File: config.mk
export PLATFORM = sky130hd
export DESIGN_NAME = dett_top
export DESIGN_NICKNAME = d
export VERILOG_FILES = /design/src/pkg/dett_pkg.sv /design/src/pkg/dett_cmp_if.sv /design/src/hdl/dett_match.sv /design/src/hdl/dett_top.sv
export VERILOG_INCLUDE_DIRS = /design/src /design/src/pkg
export SDC_FILE = /design/constraint.sdc
export NUM_CORES = 2
export LEC_CHECK = 0
export BUFFER_PORTS_ARGS = -buffer_cell sky130_fd_sc_hd__buf_2
export CORE_ASPECT_RATIO = 1.2
export CORE_UTILIZATION = 55
export DETAILED_ROUTE_END_ITERATION = 8
export PLACE_DENSITY = 0.74
export SKIP_CTS_REPAIR_TIMING = 1
export SYNTH_ARGS = -nofsm -noshare
export SYNTH_HDL_FRONTEND = slang
export SYNTH_SLANG_ARGS = --single-unit
File: constraint.sdc
create_clock -name pclk -period 6 [get_ports pclk]
set_input_delay 0.9 -clock pclk [delete_from_list [all_inputs] [get_ports pclk]]
set_output_delay 0.9 -clock pclk [all_outputs]
set_load 0.05 [all_outputs]
File: src/pkg/dett_map.svh
// Purpose: register offsets, field positions, codes and reset values of the trace unit
// Assumes: APB with 32-bit data, byte addresses on aligned words
// Notes: definitions only
`ifndef DETT_MAP_SVH
`define DETT_MAP_SVH
// register offsets
`define DETT_OFF_CTRL 8'h00
`define DETT_OFF_EVADDR 8'h04
`define DETT_OFF_AMASK 8'h08
`define DETT_OFF_EVDATA 8'h0C
`define DETT_OFF_DMASK 8'h10
`define DETT_OFF_STATUS 8'h14
`define DETT_OFF_ISTAT 8'h18
`define DETT_OFF_IMASK 8'h1C
`define DETT_OFF_INDEX 8'h20
`define DETT_OFF_TADDR 8'h24
`define DETT_OFF_TDATA 8'h28
`define DETT_OFF_CMD 8'h2C
// control fields
`define DETT_CTRL_W 11
`define DETT_CTRL_RST 11'h000
`define DETT_C_EN 0
`define DETT_C_SZ 2:1
`define DETT_C_TY 4:3
`define DETT_C_DATA 5
`define DETT_C_STEV 6
`define DETT_C_SP 8:7
`define DETT_C_BKEV 9
`define DETT_C_BKFULL 10
// field codes
`define DETT_SZ_ANY 2'h0
`define DETT_SZ_BYTE 2'h1
`define DETT_SZ_WORD 2'h2
`define DETT_TY_RW 2'h0
`define DETT_TY_RD 2'h1
`define DETT_TY_WR 2'h2
`define DETT_SP_BREAK 2'h0
`define DETT_SP_FULL 2'h1
`define DETT_SP_EVENT 2'h2
// address mask bit count width
`define DETT_AMW 5
// interrupt bits
`define DETT_IRQ_W 3
`define DETT_I_MATCH 0
`define DETT_I_STOP 1
`define DETT_I_FULL 2
// status and entry fields
`define DETT_S_RUN 0
`define DETT_S_STOP 1
`define DETT_S_VIS 2
`define DETT_S_FULL 3
`define DETT_S_CNT 16
`define DETT_T_IP 16
`define DETT_T_TYPE 16
`define DETT_T_EMUL 17
`define DETT_CMD_CLR 0
`endif

File: src/pkg/dett_pkg.sv
// Purpose: shared types of the trace unit
// Assumes: nothing
// Notes: constants live in dett_map.svh
package dett_pkg;
    typedef enum logic [1:0] {ST_IDLE, ST_ARMED, ST_RUN, ST_STOP} dett_state_e;
    typedef logic [31:0] dett_word_t;
endpackage

File: src/pkg/dett_cmp_if.sv
// Purpose: event settings and access sample between the top and the comparator
// Assumes: one clock, comparator is combinational
// Notes: hit answers in the same cycle as the access
`timescale 1ns/1ps
`include "dett_map.svh"
interface dett_cmp_if #(parameter int AW = 16, parameter int DW = 16);
    logic en;
    logic [1:0] size;
    logic [1:0] acc_type;
    logic [AW-1:0] ev_addr;
    logic [`DETT_AMW-1:0] amask_bits;
    logic [DW-1:0] ev_data;
    logic [DW-1:0] dmask;
    logic valid;
    logic [AW-1:0] addr;
    logic [DW-1:0] data;
    logic word;
    logic write;
    logic hit;
    modport cfg (output en, size, acc_type, ev_addr, amask_bits, ev_data, dmask,
        output valid, addr, data, word, write, input hit);
    modport cmp (input en, size, acc_type, ev_addr, amask_bits, ev_data, dmask,
        input valid, addr, data, word, write, output hit);
endinterface

File: src/hdl/dett_match.sv
// Purpose: event comparator for one access of the core
// Assumes: settings are stable while accesses are compared
// Notes: purely combinational, no state
`timescale 1ns/1ps
`include "dett_map.svh"
module dett_match #(parameter int AW = 16, parameter int DW = 16) (
    // settings and access
    dett_cmp_if.cmp c
);
    logic [AW-1:0] amask;
    logic [DW-1:0] dmask_eff;
    logic [DW-1:0] full_mask;
    logic size_ok;
    logic type_ok;
    logic both_masked;

    // byte events compare only the low data byte
    always_comb begin
        amask = ~((AW'(1) << c.amask_bits) - AW'(1));
        full_mask = (c.size == `DETT_SZ_BYTE) ? DW'(8'hFF) : {DW{1'b1}};
        dmask_eff = c.dmask & full_mask;
        // odd-address word accesses look byte wide to the comparator
        case (c.size)
            `DETT_SZ_BYTE: size_ok = ~c.word | c.addr[0];
            `DETT_SZ_WORD: size_ok = c.word & ~c.addr[0];
            default: size_ok = 1'b1;
        endcase
        case (c.acc_type)
            `DETT_TY_RD: type_ok = ~c.write;
            `DETT_TY_WR: type_ok = c.write;
            default: type_ok = 1'b1;
        endcase
        // partial masks on both sides cannot be honoured together
        both_masked = (c.amask_bits != '0) && (dmask_eff != '0)
            && (dmask_eff != full_mask);
        c.hit = c.en & c.valid & size_ok & type_ok & ~both_masked
            & (((c.addr ^ c.ev_addr) & amask) == '0)
            & (((c.data ^ c.ev_data) & dmask_eff) == '0);
    end
endmodule

File: src/hdl/dett_top.sv
// Purpose: debug event comparator and trace recorder with an APB register file
// Assumes: core access and branch strobes are on pclk; DEPTH is a power of two
// Notes: trace entries read back through INDEX, TADDR and TDATA
//
// Overview of operation
// - newest entry at trace end is index zero
// - branch entries: source/destination, address, no data
// - data entries: read/write, data, event address
// - byte size matches byte accesses, any address
// - word size matches word accesses, even address
// - access type gates read, write or both
// - starting event access itself is not recorded
// - simultaneous start and stop ignores the stop
// - non-break stop shows trace after halt
// - address mask and partial data mask together never match
// - emulator area accesses marked in entries
// - wrong access size never matches, save odd-address word accesses on byte size
`timescale 1ns/1ps
`include "dett_map.svh"
module dett_top #(
    parameter int AW = 16,
    parameter int DW = 16,
    parameter int DEPTH = 64,
    parameter int IW = $clog2(DEPTH)
) (
    // clock and reset
    input wire logic pclk,
    input wire logic presetn,
    // apb slave
    input wire logic psel,
    input wire logic penable,
    input wire logic pwrite,
    input wire logic [7:0] paddr,
    input wire logic [31:0] pwdata,
    output logic [31:0] prdata,
    output logic pready,
    output logic pslverr,
    // core data accesses
    input wire logic acc_valid,
    input wire logic [AW-1:0] acc_addr,
    input wire logic [DW-1:0] acc_data,
    input wire logic acc_word,
    input wire logic acc_write,
    input wire logic [AW-1:0] acc_ip,
    input wire logic acc_emul,
    // core branches
    input wire logic br_valid,
    input wire logic br_dest,
    input wire logic [AW-1:0] br_addr,
    input wire logic br_emul,
    // program control
    input wire logic prog_go,
    input wire logic prog_running,
    // to core and cpu
    output logic break_req,
    output logic irq
);
    dett_cmp_if #(.AW(AW), .DW(DW)) cmp_bus ();
    dett_match #(.AW(AW), .DW(DW)) u_match (.c(cmp_bus));

    // registers
    logic [`DETT_CTRL_W-1:0] ctrl_r, ctrl_nxt;
    logic [AW-1:0] evaddr_r, evaddr_nxt;
    logic [`DETT_AMW-1:0] amask_r, amask_nxt;
    logic [DW-1:0] evdata_r, evdata_nxt, dmask_r, dmask_nxt;
    logic [`DETT_IRQ_W-1:0] istat_r, istat_nxt, imask_r, imask_nxt;
    logic [IW:0] idx_r, idx_nxt;
    logic [31:0] prdata_r, prdata_nxt;
    logic pready_r, pready_nxt, pslverr_r, pslverr_nxt;
    // trace state
    dett_pkg::dett_state_e st_r, st_nxt;
    logic [IW:0] cnt_r, cnt_nxt;
    logic [IW-1:0] wp_r, wp_nxt;
    logic run_q_r, brk_r, brk_nxt, irq_r, irq_nxt;
    // trace memory
    logic [AW-1:0] m_addr [DEPTH];
    logic [AW-1:0] m_ip [DEPTH];
    logic [DW-1:0] m_data [DEPTH];
    logic m_type [DEPTH];
    logic m_emul [DEPTH];
    // decode and helpers
    logic wr_en, clr_cmd, hit, halt_p, full, vis, rec, start_hit, stop_hit;
    logic ent_ok;
    logic [IW-1:0] rloc;
    logic [`DETT_IRQ_W-1:0] ev;
    logic [AW-1:0] range_base;
    dett_pkg::dett_word_t rd_val;

    // comparator wiring
    assign cmp_bus.en = ctrl_r[`DETT_C_EN];
    assign cmp_bus.size = ctrl_r[`DETT_C_SZ];
    assign cmp_bus.acc_type = ctrl_r[`DETT_C_TY];
    assign cmp_bus.ev_addr = evaddr_r;
    assign cmp_bus.amask_bits = amask_r;
    assign cmp_bus.ev_data = evdata_r;
    assign cmp_bus.dmask = dmask_r;
    assign cmp_bus.valid = acc_valid;
    assign cmp_bus.addr = acc_addr;
    assign cmp_bus.data = acc_data;
    assign cmp_bus.word = acc_word;
    assign cmp_bus.write = acc_write;
    assign hit = cmp_bus.hit;

    // status helpers; a break is the falling edge of the running level
    assign halt_p = run_q_r & ~prog_running;
    assign full = (cnt_r == (IW+1)'(DEPTH));
    assign vis = (st_r == dett_pkg::ST_STOP) & ~prog_running;
    assign rloc = wp_r - IW'(1) - idx_r[IW-1:0];
    assign ent_ok = vis & (idx_r < cnt_r);
    assign range_base = evaddr_r & ~((AW'(1) << amask_r) - AW'(1));
    assign wr_en = psel & penable & pwrite & pready_r;
    assign clr_cmd = wr_en & (paddr == `DETT_OFF_CMD) & pwdata[`DETT_CMD_CLR];

    // trace sequencing
    always_comb begin
        st_nxt = st_r;
        cnt_nxt = cnt_r;
        wp_nxt = wp_r;
        rec = 1'b0;
        start_hit = ctrl_r[`DETT_C_STEV] & hit;
        stop_hit = ((ctrl_r[`DETT_C_SP] == `DETT_SP_BREAK) & halt_p)
            | ((ctrl_r[`DETT_C_SP] == `DETT_SP_FULL) & full)
            | ((ctrl_r[`DETT_C_SP] == `DETT_SP_EVENT) & hit);
        case (st_r)
            dett_pkg::ST_ARMED: begin
                if (hit) begin
                    st_nxt = dett_pkg::ST_RUN;
                end
            end
            dett_pkg::ST_RUN: begin
                // wrap keeps newest entries unless a full stop is set
                rec = (ctrl_r[`DETT_C_DATA] ? hit : br_valid)
                    & ~((ctrl_r[`DETT_C_SP] == `DETT_SP_FULL) & full);
                if (stop_hit && !start_hit) begin
                    st_nxt = dett_pkg::ST_STOP;
                end
            end
            dett_pkg::ST_IDLE: ;
            dett_pkg::ST_STOP: ;
            default: st_nxt = dett_pkg::ST_IDLE;
        endcase
        if (rec) begin
            wp_nxt = wp_r + IW'(1);
            cnt_nxt = full ? cnt_r : cnt_r + (IW+1)'(1);
        end
        // program launch restarts; an event start waits for its trigger
        if (prog_go) begin
            st_nxt = ctrl_r[`DETT_C_STEV] ? dett_pkg::ST_ARMED : dett_pkg::ST_RUN;
            rec = 1'b0;
            cnt_nxt = '0;
            wp_nxt = '0;
        end
        if (clr_cmd) begin
            st_nxt = dett_pkg::ST_IDLE;
            rec = 1'b0;
            cnt_nxt = '0;
            wp_nxt = '0;
        end
    end

    // events, interrupt and break request
    always_comb begin
        ev = '0;
        ev[`DETT_I_MATCH] = hit;
        ev[`DETT_I_STOP] = (st_nxt == dett_pkg::ST_STOP) & (st_r != dett_pkg::ST_STOP);
        ev[`DETT_I_FULL] = (cnt_nxt == (IW+1)'(DEPTH)) & ~full;
        istat_nxt = istat_r;
        if (wr_en && paddr == `DETT_OFF_ISTAT) begin
            istat_nxt = istat_r & ~pwdata[`DETT_IRQ_W-1:0];
        end
        istat_nxt = istat_nxt | ev; // set beats a same-cycle clear
        irq_nxt = |(istat_r & imask_r);
        brk_nxt = (ctrl_r[`DETT_C_BKEV] & hit & prog_running)
            | (ctrl_r[`DETT_C_BKFULL] & ev[`DETT_I_FULL]);
    end

    // register writes
    always_comb begin
        ctrl_nxt = ctrl_r;
        evaddr_nxt = evaddr_r;
        amask_nxt = amask_r;
        evdata_nxt = evdata_r;
        dmask_nxt = dmask_r;
        imask_nxt = imask_r;
        idx_nxt = idx_r;
        if (wr_en) begin
            case (paddr)
                `DETT_OFF_CTRL: ctrl_nxt = pwdata[`DETT_CTRL_W-1:0];
                `DETT_OFF_EVADDR: evaddr_nxt = pwdata[AW-1:0];
                `DETT_OFF_AMASK: amask_nxt = pwdata[`DETT_AMW-1:0];
                `DETT_OFF_EVDATA: evdata_nxt = pwdata[DW-1:0];
                `DETT_OFF_DMASK: dmask_nxt = pwdata[DW-1:0];
                `DETT_OFF_IMASK: imask_nxt = pwdata[`DETT_IRQ_W-1:0];
                `DETT_OFF_INDEX: idx_nxt = pwdata[IW:0];
                default: ;
            endcase
        end
    end

    // read mux; trace entries read zero until visible
    always_comb begin
        rd_val = '0;
        pslverr_nxt = 1'b0;
        case (paddr)
            `DETT_OFF_CTRL: rd_val = 32'(ctrl_r);
            `DETT_OFF_EVADDR: rd_val = 32'(evaddr_r);
            `DETT_OFF_AMASK: rd_val = 32'(amask_r);
            `DETT_OFF_EVDATA: rd_val = 32'(evdata_r);
            `DETT_OFF_DMASK: rd_val = 32'(dmask_r);
            `DETT_OFF_STATUS: begin
                rd_val[`DETT_S_RUN] = (st_r == dett_pkg::ST_RUN);
                rd_val[`DETT_S_STOP] = (st_r == dett_pkg::ST_STOP);
                rd_val[`DETT_S_VIS] = vis;
                rd_val[`DETT_S_FULL] = full;
                rd_val[`DETT_S_CNT +: IW+1] = cnt_r;
            end
            `DETT_OFF_ISTAT: rd_val = 32'(istat_r);
            `DETT_OFF_IMASK: rd_val = 32'(imask_r);
            `DETT_OFF_INDEX: rd_val = 32'(idx_r);
            `DETT_OFF_TADDR: begin
                if (ent_ok) begin
                    rd_val[AW-1:0] = m_addr[rloc];
                    rd_val[`DETT_T_IP +: AW] = m_ip[rloc];
                end
            end
            `DETT_OFF_TDATA: begin
                if (ent_ok) begin
                    rd_val[DW-1:0] = m_data[rloc];
                    rd_val[`DETT_T_TYPE] = m_type[rloc];
                    rd_val[`DETT_T_EMUL] = m_emul[rloc];
                end
            end
            `DETT_OFF_CMD: ;
            default: pslverr_nxt = psel & ~penable;
        endcase
        // answer one cycle after setup, data caught at setup
        pready_nxt = psel & ~penable;
        prdata_nxt = (psel & ~penable & ~pwrite) ? rd_val : prdata_r;
    end

    // register state
    always_ff @(posedge pclk or negedge presetn) begin
        if (!presetn) begin
            ctrl_r <= `DETT_CTRL_RST;
            evaddr_r <= '0;
            amask_r <= '0;
            evdata_r <= '0;
            dmask_r <= '0;
            istat_r <= '0;
            imask_r <= '0;
            idx_r <= '0;
            prdata_r <= '0;
            pready_r <= 1'b0;
            pslverr_r <= 1'b0;
            st_r <= dett_pkg::ST_IDLE;
            cnt_r <= '0;
            wp_r <= '0;
            run_q_r <= 1'b0;
            brk_r <= 1'b0;
            irq_r <= 1'b0;
        end else begin
            ctrl_r <= ctrl_nxt;
            evaddr_r <= evaddr_nxt;
            amask_r <= amask_nxt;
            evdata_r <= evdata_nxt;
            dmask_r <= dmask_nxt;
            istat_r <= istat_nxt;
            imask_r <= imask_nxt;
            idx_r <= idx_nxt;
            prdata_r <= prdata_nxt;
            pready_r <= pready_nxt;
            pslverr_r <= pslverr_nxt;
            st_r <= st_nxt;
            cnt_r <= cnt_nxt;
            wp_r <= wp_nxt;
            run_q_r <= prog_running;
            brk_r <= brk_nxt;
            irq_r <= irq_nxt;
        end
    end

    // trace memory write; no reset so it maps onto ram
    always_ff @(posedge pclk) begin
        if (rec) begin
            if (ctrl_r[`DETT_C_DATA]) begin
                m_addr[wp_r] <= range_base;
                m_ip[wp_r] <= acc_ip;
                m_data[wp_r] <= acc_data;
                m_type[wp_r] <= acc_write;
                m_emul[wp_r] <= acc_emul;
            end else begin
                m_addr[wp_r] <= br_addr;
                m_ip[wp_r] <= br_addr;
                m_data[wp_r] <= '0;
                m_type[wp_r] <= br_dest;
                m_emul[wp_r] <= br_emul;
            end
        end
    end

    assign prdata = prdata_r;
    assign pready = pready_r;
    assign pslverr = pslverr_r;
    assign break_req = brk_r;
    assign irq = irq_r;

    // checks
    a_arm_norec: assert property (@(posedge pclk) disable iff (!presetn)
        (st_r == dett_pkg::ST_ARMED && hit && !prog_go && !clr_cmd)
        |=> (st_r == dett_pkg::ST_RUN) && cnt_r == $past(cnt_r))
        else $error("trigger access was recorded");
    a_start_wins: assert property (@(posedge pclk) disable iff (!presetn)
        (st_r == dett_pkg::ST_RUN && start_hit && !clr_cmd && !prog_go)
        |=> st_r == dett_pkg::ST_RUN)
        else $error("stop taken despite start");
    a_vis_halt: assert property (@(posedge pclk) disable iff (!presetn)
        (prog_running && psel && !penable && !pwrite && paddr == `DETT_OFF_TDATA)
        |=> prdata == '0)
        else $error("trace visible while running");
    a_both_masks: assert property (@(posedge pclk) disable iff (!presetn)
        (amask_r != '0 && dmask_r[7:0] != 8'h00 && dmask_r[7:0] != 8'hFF) |-> !hit)
        else $error("match with both masks");
    a_size_word: assert property (@(posedge pclk) disable iff (!presetn)
        (ctrl_r[`DETT_C_SZ] == `DETT_SZ_WORD && !acc_word) |-> !hit)
        else $error("byte access matched word event");
    a_type_gate: assert property (@(posedge pclk) disable iff (!presetn)
        (ctrl_r[`DETT_C_TY] == `DETT_TY_RD && acc_write) |-> !hit)
        else $error("write matched read event");
    a_newest_zero: assert property (@(posedge pclk) disable iff (!presetn)
        (rec && !prog_go && !clr_cmd && st_nxt == dett_pkg::ST_RUN && idx_r == '0)
        |=> rloc == $past(wp_r))
        else $error("index zero is not newest");
    a_branch_nodata: assert property (@(posedge pclk) disable iff (!presetn)
        (rec && !ctrl_r[`DETT_C_DATA]) |=> m_data[$past(wp_r)] == '0)
        else $error("branch entry holds data");
    a_data_entry: assert property (@(posedge pclk) disable iff (!presetn)
        (rec && ctrl_r[`DETT_C_DATA]) |=> m_data[$past(wp_r)] == $past(acc_data))
        else $error("data entry value wrong");
    a_byte_odd: assert property (@(posedge pclk) disable iff (!presetn)
        (ctrl_r[`DETT_C_EN] && ctrl_r[`DETT_C_SZ] == `DETT_SZ_BYTE
        && ctrl_r[`DETT_C_TY] == `DETT_TY_RW && dmask_r == '0 && amask_r == '0
        && acc_valid && !acc_word && acc_addr == evaddr_r) |-> hit)
        else $error("byte access missed");
    c_full: cover property (@(posedge pclk) disable iff (!presetn) full);
    c_stop_vis: cover property (@(posedge pclk) disable iff (!presetn) $rose(vis));
    c_armed_run: cover property (@(posedge pclk) disable iff (!presetn)
        st_r == dett_pkg::ST_ARMED ##1 st_r == dett_pkg::ST_RUN);
endmodule

==> out/metrics.csv <==
metric,value,unit
core,0.235,mm^2
dp.final_hpwl,201000,um
power,69.2,mW
fin_tns_setup,0,ps
setup.worst_path.start_class,flop,
antenna_found_initial,11,
fp.dieArea,0.238,mm^2
fin_nets,6669,
hold_viol_final,0,
rr_worst_depth,13,
numCtsBuffers,307,
synth_warnings,0,
placed_area,0.138,mm^2
worst_slack,456,ps
synth-seq-area-share,76.5,%
final_cells,9916,
pwr_density_cell,469,mW/mm^2
synth.avg_cell_area,21.4,um^2
leakage,47.7,nW
synth_top_area_share,74.0,%
worstMarginPinSlew,1300,ps
hold_path.class,primary input to asynchronous set/reset pin,
cts_buffer_depth,4,
final_cell_mix,"3,200 x edfxtp_1, 928 x mux4_2, 511 x nand2_1, 312 x clkbuf_16, 242 x buf_4",
vias,67400,
setup_viol,0,
place_congestion,0.929,
htreeDepth,5,
wl_per_cell,35.8,um
area_growth,13.7,%
dpl_worst_slack,619,ps
row_count,195,
nFillCells,15100,
drt_iter0_markers,9936,
grt_pass1_wl,502000,um
layout_commonest_cell,edfxtp_1,
drv_slew,0,
synth-seq-cells,3329,
crit_required,6530,ps
fin_crit,5540,ps
fin_util,62.8,%
fin_skew,38.9,ps
r2r-start,amask_r[4],
clock-sinks,3329,
grt_max_degree,87,
layout-drive-gt1-share,30.2,%
clockRootBuffer,clkbuf_16,
clk_latency,860,ps
rr_endpoint,m_data[50][2],
synth_ff_type,edfxtp_1,
status,"finished, final reports clean",
placedCellCount,9371,
cp.arrival,6070,ps
critPathCaptureType,flop,
critPathKind,flop to flop,
synth_edf_count,3200,
drc_errors,0,
irDropWorstVdd,0.550,mV
final_antenna_net_count,0,
yosysUniqueCellTypes,75,
cap_viol_max_count,0,
multi_input_area,0.0297,mm^2
initial_utilization,55.2,%
period_share,92.4,%
syn_inst,6059,
synth_area_leaders,"edfxtp_1 74%, mux4_2 16%, dfrtp_1 2.5%, nand2_1 1.5%, nand3_1 0.87%",
path_clk_slew,60,ps
grt_pass1_vias,68100,
ioPinCount,154,
grt_use_total,30.0,%
vias_per_cell,6.79,
cp_max_fo,18,
cts_tree,yes,
grt_overflow_total,0,
seq_area,0.0993,mm^2
synth_nets,6200,
yosysTopAreaCell,edfxtp_1,
rsz0062_at_grt,no,
r2r_slack,460,ps
maxSlewHeadroom,13.6,%
fin_area,0.148,mm^2
wl,355000,um
async_flop_share,3.88,%
die-height,534,um
dr.pass1.iters,7,
io_buffers,137,
netlist_area,0.130,mm^2
holdWs,110,ps
fmax,0.180,GHz
die_w,445,um
final cells by class:
class                      count  share of cell area, %
tap                         3152                   2.67
sequential                  3329                   67.3
clock inverter               155                   1.01
multi-input combinational   2361                   20.1
inverter                      35                 0.0890
clock buffer                 379                   5.49
antenna                       11                 0.0187
timing repair buffer         494                   3.26
state kept, by name, summed over array words and instances (netlist names), 2 cells and up:
register         flops
prdata              32
st_r                 2
m_data            1024
idx_r                7
cmp_bus.ev_data     16
istat_r              3
cnt_r                7
m_ip              1024
ctrl_r              11
cmp_bus.dmask       16
wp_r                 6
cmp_bus.ev_addr     16
m_emul              64
amask_r              5
imask_r              3
m_type              64
m_addr            1024
layer usage:
metal	wire length, um	global-route usage (%)	vias up
met5	62	0	-
li1	-	-	26200
met4	17900	13.3	8
met1	121000	39.3	35300
met2	174000	48.6	4905
met3	42200	6.73	921
worst max-delay path, stage by stage (launching register included):
cell and delay, ps:
dfrtp_1 600, nor3_2 400, nand2_1 180, ha_1 440, or4b_4 570, nor3b_2 220, a2111oi_1 130, nor4_4 310
nand4_1 270, a211oi_2 710, nand3_1 160, buf_4 270, nor2_4 590, buf_4 330
Yosys cell counts (all sizes together), types with 4 or more instances:
cell    count
nor2      114
nand4      14
a22o        5
nor2b       5
a21o        7
or4         5
ha         22
and2       21
o221ai      5
a21oi      50
dfrtp     129
inv        35
xor2       30
a32oi       7
buf       139
mux4      928
nor3       13
nand3     226
a222oi     10
nand2b      9
edfxtp   3200
mux2       76
or3         4
nand3b      6
a311oi     36
nand2     524
o21ai      34
o211ai      5
a22oi      40
a32o       14
a21boi      4
a211oi      7
xnor2      19
a31oi      27
and3       29
clkbuf    195
nor4       19
worst max path at each step:
stage               start        endpoint
4_1_cts        amask_r[4]   m_data[50][2]
2_1_floorplan    paddr[4]   m_addr[0][14]
6_report       amask_r[4]   m_data[50][2]
3_5_place_dp   amask_r[4]  m_addr[50][12]
5_1_grt        amask_r[4]   m_data[50][2]
3_3_place_gp   amask_r[4]  m_addr[50][14]
power breakdown:
group	internal [mW]	leakage [nW]	switching, mW	total, mW
clock	10.7	4.66	8.35	19.1
combinational	9.95	12.2	13.6	23.5
sequential	26.5	30.9	0.0816	26.6
total	47.2	47.7	22.0	69.2
kinds of logic after synthesis:
| kind of cell | after synthesis | synth area share (%) |
|---|---|---|
| AND/OR/NAND/NOR | 1003 | 3.43 |
| adder cells (fa/ha/maj) | 23 | 0.228 |
| buffers and inverters | 369 | 1.13 |
| multiplexers | 1007 | 16.8 |
| XOR/XNOR | 49 | 0.331 |
| AO/OA/AOI/OAI | 279 | 1.57 |
| flip-flops | 3329 | 76.5 |
Power figures use the tool's default switching activity.
